<file path="config.mk">
export PLATFORM = sky130hd
export DESIGN_NAME = adc_status_trim
export DESIGN_NICKNAME = d
export VERILOG_FILES = /design/src/adc_pkg.sv /design/src/adc_cal_bank.sv /design/src/adc_serial_port.sv /design/src/adc_status_trim.sv
export VERILOG_INCLUDE_DIRS = /design/src
export SDC_FILE = /design/constraint.sdc
export NUM_CORES = 1
export LEC_CHECK = 0
export BUFFER_PORTS_ARGS = -buffer_cell sky130_fd_sc_hd__buf_2
export CELL_PAD_IN_SITES_DETAIL_PLACEMENT = 1
export CELL_PAD_IN_SITES_GLOBAL_PLACEMENT = 1
export CORE_MARGIN = 2
export CORE_UTILIZATION = 48
export DETAILED_ROUTE_END_ITERATION = 8
export GPL_TIMING_DRIVEN = 0
export HOLD_SLACK_MARGIN = 0.06
export PLACE_DENSITY_LB_ADDON = 0.1
export RECOVER_POWER = 50
export SYNTH_ARGS = -nofsm -noshare
export SYNTH_HDL_FRONTEND = slang
export SYNTH_HIERARCHICAL = 1
export SYNTH_SLANG_ARGS = --single-unit
</file>
<file path="constraint.sdc">
create_clock -name clk -period 2.8 [get_ports clk]
set_clock_uncertainty 0.15 [all_clocks]
set_input_delay 0.28 -clock clk [delete_from_list [all_inputs] [get_ports clk]]
set_output_delay 0.28 -clock clk [all_outputs]
set_load 0.02 [all_outputs]
</file>
<file path="src/adc_defs.svh">
// Constants of the converter status and trim register block.
// Assumes it is included by the package before any design file is compiled.
`ifndef ADC_DEFS_SVH
`define ADC_DEFS_SVH
`define ADC_WORD_W          16
`define ADC_DATA_W          14
`define ADC_N_DAC           8
`define ADC_N_CAL           (2 + `ADC_N_DAC)
`define ADC_IDX_GAIN        4'h0
`define ADC_IDX_OFFSET      4'h1
`define ADC_LEN_ALL         4'ha
`define ADC_LEN_PAIR        4'h2
`define ADC_LEN_ONE         4'h1
`define ADC_TGT_ALL         2'h0
`define ADC_TGT_PAIR        2'h1
`define ADC_TGT_OFFSET      2'h2
`define ADC_TGT_GAIN        2'h3
`define ADC_RB_CAL          2'h2
`define ADC_RB_STATUS       2'h3
`define ADC_DEST_CTRL       2'h1
`define ADC_DEST_TRIM       2'h2
`define ADC_DEST_HI         15
`define ADC_DEST_LO         14
`define ADC_CF_GO           0
`define ADC_CF_TGT_LO       1
`define ADC_CF_TGT_HI       2
`define ADC_CF_KIND         3
`define ADC_CF_CONV         4
`define ADC_CF_IFACE        5
`define ADC_CF_RB_LO        6
`define ADC_CF_RB_HI        7
`define ADC_CF_PWR_LO       8
`define ADC_CF_PWR_HI       9
`define ADC_CF_CHAN_LO      10
`define ADC_CF_CHAN_HI      12
`define ADC_CF_MODE         13
`define ADC_SF_ZERO         15
`define ADC_SF_BUSY         14
`define ADC_SF_UNDEF        4
`define ADC_SF_CALRUN       0
`define ADC_CTRL_RESET      14'h0000
`define ADC_CTRL_PULSE_MASK 14'h0011
`define ADC_STATUS_RESET    16'h0000
`define ADC_TRIM_RESET      14'h0000
`define ADC_ID_ONES         2'h3
`define ADC_LEAD_ZERO       2'h0
`define ADC_LAST_BIT        4'hf
`endif

</file>
<file path="src/adc_pkg.sv">
// Types and sequence decoding shared by the status and trim register block.
// Assumes adc_defs.svh is on the include path.
`include "adc_defs.svh"
package adc_pkg;
   typedef logic [`ADC_WORD_W-1:0] adc_word_t;
   typedef logic [`ADC_DATA_W-1:0] adc_trim_t;
   typedef enum logic [1:0] {FR_IDLE, FR_SHIFT, FR_WAIT} adc_frame_e;

   // First register of the selected access sequence.
   function automatic logic [3:0] adc_seq_start(input logic [1:0] tgt);
      adc_seq_start = (tgt == `ADC_TGT_OFFSET) ? `ADC_IDX_OFFSET : `ADC_IDX_GAIN;
   endfunction : adc_seq_start

   // Number of registers in the selected access sequence.
   function automatic logic [3:0] adc_seq_len(input logic [1:0] tgt);
      adc_seq_len = (tgt == `ADC_TGT_ALL)  ? `ADC_LEN_ALL :
                    (tgt == `ADC_TGT_PAIR) ? `ADC_LEN_PAIR : `ADC_LEN_ONE;
   endfunction : adc_seq_len
endpackage : adc_pkg

</file>
<file path="src/adc_cal_bank.sv">
// Bank of gain, offset and DAC trim registers with its access pointer.
// Assumes the host and the engine never write the same register together.
`timescale 1ns/10ps
`default_nettype none
module adc_cal_bank #(
   parameter int N_REGS = `ADC_N_CAL
) (
   // System.
   input  wire logic               clk,
   input  wire logic               resetn,
   // Pointer control.
   input  wire logic [1:0]         target,
   input  wire logic               ptr_reset,
   input  wire logic               access,
   output var  logic [3:0]         ptr,
   // Host data.
   input  wire logic               host_we,
   input  wire adc_pkg::adc_trim_t host_data,
   output var  adc_pkg::adc_trim_t rd_data,
   // Calibration engine.
   input  wire logic               eng_we,
   input  wire logic [3:0]         eng_idx,
   input  wire adc_pkg::adc_trim_t eng_data,
   output var  adc_pkg::adc_trim_t gain_trim,
   output var  adc_pkg::adc_trim_t offset_trim
);
   import adc_pkg::*;

   adc_trim_t  trim [N_REGS];
   logic [3:0] cnt;
   logic [3:0] first;
   logic       last;

   assign first       = adc_seq_start(target);
   assign last        = (cnt == adc_seq_len(target) - 4'h1);
   assign rd_data     = trim[ptr];
   assign gain_trim   = trim[`ADC_IDX_GAIN];
   assign offset_trim = trim[`ADC_IDX_OFFSET];

   always_ff @(posedge clk) begin
      if (!resetn) begin
         ptr <= `ADC_IDX_GAIN;
         cnt <= '0;
      end else if (ptr_reset || (access && last)) begin
         ptr <= first;
         cnt <= '0;
      end else if (access) begin
         ptr <= ptr + 4'h1;
         cnt <= cnt + 4'h1;
      end
   end

   for (genvar i = 0; i < N_REGS; i++) begin : g_trim
      always_ff @(posedge clk) begin
         if (!resetn) begin
            trim[i] <= `ADC_TRIM_RESET;
         end else if (eng_we && eng_idx == 4'(i)) begin
            trim[i] <= eng_data;
         end else if (host_we && access && ptr == 4'(i)) begin
            trim[i] <= host_data;
         end
      end
   end
endmodule : adc_cal_bank
`default_nettype wire

</file>
<file path="src/adc_serial_port.sv">
// Sixteen-bit full-duplex shift port sampled from the serial pins.
// Assumes the serial clock is well below a quarter of clk.
`timescale 1ns/10ps
`default_nettype none
module adc_serial_port (
   // System.
   input  wire logic               clk,
   input  wire logic               resetn,
   // Serial pins.
   input  wire logic               sclk_pin,
   input  wire logic               sync_n_pin,
   input  wire logic               din_pin,
   output var  logic               dout,
   // Word side.
   input  wire adc_pkg::adc_word_t tx_word,
   output var  adc_pkg::adc_word_t rx_word,
   output var  logic               frame_start,
   output var  logic               frame_done
);
   import adc_pkg::*;

   logic [1:0] sclk_s;
   logic [1:0] sync_s;
   logic [1:0] din_s;
   logic       sclk_d;
   adc_frame_e state;
   adc_word_t  shreg;
   logic [3:0] bitcnt;
   logic       sclk_rise;
   logic       sync_act;
   adc_word_t  next_shreg;

   assign sclk_rise  = sclk_s[1] & ~sclk_d;
   assign sync_act   = ~sync_s[1];
   assign next_shreg = {shreg[`ADC_WORD_W-2:0], din_s[1]};

   always_ff @(posedge clk) begin
      if (!resetn) begin
         sclk_s      <= '0;
         sync_s      <= '1;
         din_s       <= '0;
         sclk_d      <= 1'b0;
         state       <= FR_IDLE;
         shreg       <= '0;
         bitcnt      <= '0;
         dout        <= 1'b0;
         rx_word     <= '0;
         frame_start <= 1'b0;
         frame_done  <= 1'b0;
      end else begin
         sclk_s      <= {sclk_s[0], sclk_pin};
         sync_s      <= {sync_s[0], sync_n_pin};
         din_s       <= {din_s[0], din_pin};
         sclk_d      <= sclk_s[1];
         frame_start <= 1'b0;
         frame_done  <= 1'b0;
         unique case (state)
            FR_IDLE: if (sync_act) begin
               state       <= FR_SHIFT;
               shreg       <= tx_word;
               dout        <= tx_word[`ADC_WORD_W-1];
               bitcnt      <= '0;
               frame_start <= 1'b1;
            end
            // A frame cut short by the host is dropped without effect.
            FR_SHIFT: if (!sync_act) begin
               state <= FR_IDLE;
            end else if (sclk_rise) begin
               shreg  <= next_shreg;
               dout   <= shreg[`ADC_WORD_W-2];
               bitcnt <= bitcnt + 4'h1;
               if (bitcnt == `ADC_LAST_BIT) begin
                  rx_word    <= next_shreg;
                  frame_done <= 1'b1;
                  state      <= FR_WAIT;
               end
            end
            FR_WAIT: if (!sync_act) begin
               state <= FR_IDLE;
            end
         endcase
      end
   end
endmodule : adc_serial_port
`default_nettype wire

</file>
<file path="src/adc_status_trim.sv">
// Control, status word and trim register access of the sampling converter.
// Assumes the conversion and calibration engines run on clk.
`timescale 1ns/10ps
`default_nettype none
// Summary of operation
// - Sixteen-bit read-only status word, returned only when readback select is both ones.
// - Every status bit is zero after reset.
// - Status bit 15 always reads zero.
// - Status bit 14 is one while conversion or calibration runs.
// - Status bits 13 to 10 mirror input mode and channel select.
// - Status bits 9 and 8 mirror the power selection bits.
// - Status bits 7 and 6 read as ones, identifying the status word.
// - Status bit 5 mirrors interface mode, cleared after every read cycle.
// - Status bit 3 mirrors calibration kind; bit 4 carries no value.
// - Status bit 0 is one while a calibration runs.
// - Status bits 2 and 1 mirror the calibration target selection.
// - Ten trim registers, eight DAC, offset and gain, all read and write.
// - Calibration updates the trim registers without host accesses.
// - Target selects all ten, gain and offset, offset only, or gain only.
// - One target governs reads and writes; host never mixes them.
// - Pointer returns to sequence start on control write or sequence end.
// - After reset pointer addresses gain, or offset when offset-only selected.
// - Pointer advances by one after each access in multi-register sequences.
// - Host may abandon a sequence; next control write resets the pointer.
// - Trim words read with two leading zeros above fourteen data bits.
// - With calibration start clear, target bits act as a trim address.
// - Readback select bits decide which word later reads return.
module adc_status_trim (
   // System.
   input  wire logic               clk,
   input  wire logic               resetn,
   // Serial pins.
   input  wire logic               sclk_pin,
   input  wire logic               sync_n_pin,
   input  wire logic               din_pin,
   output var  logic               dout,
   // Conversion engine.
   input  wire logic               conv_busy,
   input  wire adc_pkg::adc_word_t conv_result,
   output var  logic               conv_start,
   // Calibration engine.
   input  wire logic               cal_done,
   input  wire logic               eng_we,
   input  wire logic [3:0]         eng_idx,
   input  wire adc_pkg::adc_trim_t eng_data,
   output var  logic               cal_start,
   output var  logic               cal_active,
   output var  adc_pkg::adc_trim_t gain_trim,
   output var  adc_pkg::adc_trim_t offset_trim,
   // Control settings and status word.
   output var  logic               input_mode_sel,
   output var  logic [2:0]         chan_sel,
   output var  logic [1:0]         pwr_sel,
   output var  logic               two_wire_mode,
   output var  logic               cal_kind_sel,
   output var  logic [1:0]         cal_target,
   output var  adc_pkg::adc_word_t status_word
);
   import adc_pkg::*;

   logic [`ADC_DATA_W-1:0] ctrl;
   logic [`ADC_DATA_W-1:0] next_ctrl;
   logic [1:0]             frame_rb;
   logic [1:0]             readback_sel;
   logic [1:0]             rx_dest;
   logic [1:0]             bank_target;
   adc_word_t              rx_word;
   adc_word_t              tx_word;
   adc_word_t              next_status_word;
   adc_trim_t              trim_rd;
   logic [3:0]             cal_ptr;
   logic                   frame_start;
   logic                   frame_done;
   logic                   ctrl_wr;
   logic                   trim_wr;
   logic                   trim_rd_ev;
   logic                   cal_access;
   logic                   host_we;
   logic                   cal_go_wr;

   // Serial word transport.
   adc_serial_port u_port (
      .clk         (clk),
      .resetn      (resetn),
      .sclk_pin    (sclk_pin),
      .sync_n_pin  (sync_n_pin),
      .din_pin     (din_pin),
      .dout        (dout),
      .tx_word     (tx_word),
      .rx_word     (rx_word),
      .frame_start (frame_start),
      .frame_done  (frame_done)
   );

   // Trim registers and their access pointer.
   adc_cal_bank #(
      .N_REGS (`ADC_N_CAL)
   ) u_bank (
      .clk         (clk),
      .resetn      (resetn),
      .target      (bank_target),
      .ptr_reset   (ctrl_wr),
      .access      (cal_access),
      .ptr         (cal_ptr),
      .host_we     (host_we),
      .host_data   (rx_word[`ADC_DATA_W-1:0]),
      .rd_data     (trim_rd),
      .eng_we      (eng_we),
      .eng_idx     (eng_idx),
      .eng_data    (eng_data),
      .gain_trim   (gain_trim),
      .offset_trim (offset_trim)
   );

   // The two top bits of a received word say where it goes.
   assign rx_dest      = rx_word[`ADC_DEST_HI:`ADC_DEST_LO];
   // A control write restarts the pointer from the target it carries, since the old one is being replaced.
   assign bank_target  = ctrl_wr ? rx_word[`ADC_CF_TGT_HI:`ADC_CF_TGT_LO] : cal_target;
   assign ctrl_wr      = frame_done & (rx_dest == `ADC_DEST_CTRL);
   assign trim_wr      = frame_done & (rx_dest == `ADC_DEST_TRIM);
   assign trim_rd_ev   = frame_done & ~ctrl_wr & ~trim_wr & (frame_rb == `ADC_RB_CAL);
   // Host trim traffic is ignored while calibration owns the bank.
   assign cal_access   = (trim_wr | trim_rd_ev) & ~cal_active;
   assign host_we      = trim_wr & ~cal_active;
   assign cal_go_wr    = ctrl_wr & rx_word[`ADC_CF_GO];
   assign next_ctrl    = rx_word[`ADC_DATA_W-1:0] & ~`ADC_CTRL_PULSE_MASK;
   assign readback_sel = ctrl[`ADC_CF_RB_HI:`ADC_CF_RB_LO];

   // Control fields leave the block straight from the control register.
   assign input_mode_sel = ctrl[`ADC_CF_MODE];
   assign chan_sel       = ctrl[`ADC_CF_CHAN_HI:`ADC_CF_CHAN_LO];
   assign pwr_sel        = ctrl[`ADC_CF_PWR_HI:`ADC_CF_PWR_LO];
   assign two_wire_mode  = ctrl[`ADC_CF_IFACE];
   assign cal_kind_sel   = ctrl[`ADC_CF_KIND];
   assign cal_target     = ctrl[`ADC_CF_TGT_HI:`ADC_CF_TGT_LO];

   assign next_status_word = {1'b0,
                              conv_busy | cal_active,
                              ctrl[`ADC_CF_MODE:`ADC_CF_PWR_LO],
                              `ADC_ID_ONES,
                              ctrl[`ADC_CF_IFACE],
                              1'b0,
                              ctrl[`ADC_CF_KIND:`ADC_CF_TGT_LO],
                              cal_active};

   // The word returned is the one selected when the frame opens.
   assign tx_word = (readback_sel == `ADC_RB_STATUS) ? status_word :
                    (readback_sel == `ADC_RB_CAL)    ? {`ADC_LEAD_ZERO, trim_rd}
                                                     : conv_result;

   always_ff @(posedge clk) begin
      if (!resetn) begin
         ctrl <= `ADC_CTRL_RESET;
      end else if (ctrl_wr) begin
         ctrl <= next_ctrl;
      end else if (frame_done) begin
         ctrl[`ADC_CF_IFACE] <= 1'b0;
      end
   end

   always_ff @(posedge clk) begin
      if (!resetn) begin
         status_word <= `ADC_STATUS_RESET;
      end else begin
         status_word <= next_status_word;
      end
   end

   // A start request in the same cycle as a done report wins.
   always_ff @(posedge clk) begin
      if (!resetn) begin
         cal_active <= 1'b0;
      end else if (cal_go_wr) begin
         cal_active <= 1'b1;
      end else if (cal_done) begin
         cal_active <= 1'b0;
      end
   end

   always_ff @(posedge clk) begin
      if (!resetn) begin
         conv_start <= 1'b0;
         cal_start  <= 1'b0;
         frame_rb   <= '0;
      end else begin
         conv_start <= ctrl_wr & rx_word[`ADC_CF_CONV];
         cal_start  <= cal_go_wr;
         if (frame_start) begin
            frame_rb <= readback_sel;
         end
      end
   end
endmodule : adc_status_trim
`default_nettype wire
</file>
==> results.sh <==
export IMPL_multiInputGateArea_um2=4805
export IMPL_timing_final_max_slew_violations=0
export IMPL_placeableCoreArea_um2=23470
export IMPL_synthesis_area_per_instance_um2=11.65
export IMPL_startpoint_type_of_the_worst_setup_path="register"
export IMPL_drtPass1Iterations=6
export IMPL_via_per_inst=6.248
export IMPL_number_of_global_route_vias_before_repair=9361
export IMPL_fin_hold_viols=0
export IMPL_largest_net_degree_at_the_start_of_global_routing=15
export IMPL_yosysSeqAreaShare_pct=52.11
export IMPL_crit_path_top_delay_cell="dfxtp_1"
export IMPL_tritoncts="yes"
export IMPL_ir_worst_vdd_uv=326.9
export IMPL_top_level_pins=100
export IMPL_power_combinational_fraction_pct=7.4
export IMPL_p_sw_share_pct=23.53
export IMPL_clk_pin_slew_worst_paths_ns=0.06
export IMPL_netlist_top_cell_by_area="edfxtp_1"
export IMPL_layout_drive_gt1_share_pct=17.48
export IMPL_status="completed"
export IMPL_global_route_wire_length_before_repair_mm=55.74
export IMPL_post_synth_inst_count=986
export IMPL_power_sequential_fraction_pct=49.9
export IMPL_clock_network_fraction_of_total_power_pct=42.7
export IMPL_fin_area_um2=13100
export IMPL_setup_worst_path_end_class="register"
export IMPL_routed_wirelength_mm=36.26
export IMPL_finalCritPeriodShare_pct=95.04
export IMPL_post_synth_most_frequent_cells="140 x edfxtp_1, 112 x a32o_1, 89 x dfxtp_1"
export IMPL_drt_antenna_violating_nets=0
export IMPL_num_rows=56
export IMPL_hpwlAfterDp_mm=26.18
export IMPL_finalNetCount=1153
export IMPL_post_synth_main_area_contributors="edfxtp_1 37%, dfxtp_1 16%, a32o_1 9.8%"
export IMPL_remaining_drcs=0
export IMPL_grt_overflow_total=0
export IMPL_die_area_um2=25190
export IMPL_worst_ep_arrival_time_ns=2.93
export IMPL_final_period_minus_worst_setup_slack_ns=2.661
export IMPL_slew_headroom_pct=40.68
export IMPL_synthFlopType="edfxtp_1"
export IMPL_critical_path_required_ns=3.07
export IMPL_dpl_worst_slack_ns=-0.07354
export IMPL_hold_class="input port to register"
export IMPL_number_of_enable_flip_flop_cells_after_synthesis=140
export IMPL_cp_cell_sequence="buf_2 > mux2_2 > o22ai_1 > a221o_1 > o21ai_1 > mux2i_1 > a21oi_1 > mux2i_1 > o21ai_0 > o211a_1"
export IMPL_cts_max_level=1
export IMPL_critical_path_class="register to register"
export IMPL_post_dp_cell_area_um2=12310
export IMPL_maxCapViolCount=0
export IMPL_postSynthRegisterBits=229
export IMPL_vias=8997
export IMPL_worst_path_most_repeated_cell="mux2i_1"
export IMPL_power_density_nw_per_um2=581.1
export IMPL_post_layout_worst_setup_margin_ns=0.1389
export IMPL_initialDrtViolationCount=891
export IMPL_synthMostInstantiatedCell="edfxtp_1"
export IMPL_net_switching_power_uw=1791
export IMPL_p_int_uw=5822
export IMPL_cts_post_setup_buffers_inserted=0
export IMPL_synth_cell_types=63
export IMPL_area_fraction_of_the_dominant_cell_type_after_synthesis_pct=36.60
export IMPL_clock_tree_root_cell="clkbuf_16"
export IMPL_place_port_buffers=83
export IMPL_initial_utilization_pct=48.94
export IMPL_grt_antenna_before_repair=0
export IMPL_insertion_delay_ns=0.53
export IMPL_cts_buffer_depth=3
export IMPL_critical_path_max_fanout=10
export IMPL_final_count_of_negative_setup_slack_endpoints=0
export IMPL_synth_warning_count=6
export IMPL_syn2layout_area_growth_pct=14.06
export IMPL_final_replace_weighted_congestion=0.8582
export IMPL_routedWlPerCell_um=25.18
export IMPL_post_route_total_power_uw=7613
export IMPL_die_w_um=158.7
export IMPL_vertical_extent_of_the_die_um=158.7
export IMPL_num_antenna_cells=0
export IMPL_rsz0062_at_grt="false"
export IMPL_critical_path_max_stage_delay_ns=0.40
export IMPL_synth_async_sr_flop_share_pct=0
export IMPL_power_static_leakage_uw=0.004711
export IMPL_final_fill_count=2543
export IMPL_max_freq_mhz=375.8
export IMPL_cts_buf_count=25
export IMPL_post_route_util_pct=55.82
export IMPL_cts_sink_cnt=229
export IMPL_tightestPinTransition_ns=0.8898
export IMPL_netlist_area_um2=11490
export IMPL_all_layer_global_routing_usage_pct=28.22
export IMPL_final_seq_area_um2=5986
## per-layer routing
layer	global-route usage [%]	routed length, um	vias to the layer above
met3	2.952	2216	52
met4	6.672	789	0
li1	-	-	4048
met2	48.11	17520	332
met1	38.77	15730	4565
met5	0	0	-
## critical path: cells and delay by family, from the launching register on
| kind | cells | cell delay (ns) |
|---|---|---|
| AOI/OAI and AO/OA | 6 | 0.90 |
| buffers and inverters | 1 | 0.36 |
| DFF | 1 | 0.40 |
| muxes | 3 | 0.76 |
## cell usage in the layout, fill, tap and decap left out, types with 15 or more instances in the layout
cell / count
a32o_1: 112
nand2b_1: 15
nand3_1: 39
o211a_1: 16
a21boi_0: 16
clkbuf_1: 83
o21ai_0: 45
clkbuf_16: 26
inv_1: 16
buf_4: 15
edfxtp_1: 140
dfxtp_1: 89
buf_1: 30
mux2_2: 42
mux2i_1: 64
buf_2: 63
o21ai_1: 18
nor2_1: 37
a22o_1: 28
nand2_1: 39
## layout make-up
class	instances	area share (%)
clock inverter	15	0.7926
multi-input combinational	619	36.67
timing repair buffer	89	3.094
sequential	229	45.68
inverter	16	0.4584
tap	319	3.046
clock buffer	31	5.414
buffer	122	4.841
## final timing paths
| check | start | to | slack (ns) | cells after the start |
|---|---|---|---|---|
| setup / recovery | register | u_port/shreg[13] | 0.14 | 10 |
| hold / removal | conv_result[8] | u_port/shreg[8] | 0.12 | 6 |
| setup reg to reg | register | u_port/shreg[13] | 0.14 | 10 |
| hold reg to reg | u_port/sync_s[0] | u_port/sync_s[1] | 0.28 | 1 |
## power by group through the flow
stage	clock, uW	sequential [uW]	combinational, uW
floorplan	0	3880	352
detailed placement	0	3870	566
global placement	0	3860	554
finish	3250	3800	563
global route	3410	3810	609
CTS	3300	3800	577
## logic make-up after synthesis
| logic type | synth area share, % |
|---|---|
| AOI/OAI and AO/OA | 20.53 |
| xor gates and xnor gates | 0.4575 |
| and+or+nand+nor | 9.651 |
| DFF | 52.11 |
| muxes | 9.955 |
| other | 0.03264 |
| buffers and inverters | 6.285 |
| adders and majority gates | 0.9803 |
## repair_timing
action | CTS | global route
endpoints found under the hold margin | 7 | 0
endpoints found under the setup margin | 20 | 115
hold buffers | 6 | 0
resized for setup | 2 | 9
pin swaps | 0 | 0
## flip-flops by register name, summed over array words and instances, names as in the netlist, named ones only
| name | flops |
|---|---|
| u_bank/ptr | 4 |
| u_port/sync_s | 2 |
| cal_active | 1 |
| ctrl | 12 |
| frame_rb | 2 |
| u_bank/cnt | 4 |
| u_bank/trim | 140 |
| u_port/shreg | 15 |
| u_port/sclk_s | 2 |
| u_port/frame_done | 1 |
| u_port/state | 2 |
| u_port/frame_start | 1 |
| u_port/bitcnt | 4 |
| u_port/rx_word | 16 |
| u_port/sclk_d | 1 |
| u_port/dout | 1 |
| conv_start | 1 |
| cal_start | 1 |
| status_word | 13 |
| u_port/din_s | 2 |
## through the flow
stage	hold WS, ns	setup TNS [ns]	std cells
global placement	0.2424	0	1389
detailed placement	0.2509	-1.011	1389
finish	0.1173	0	1440
global route	0.1380	0	1440
CTS	0.09949	0	1441
floorplan	0.1577	0	987
Note: power is estimated with default switching activity, not from simulation.
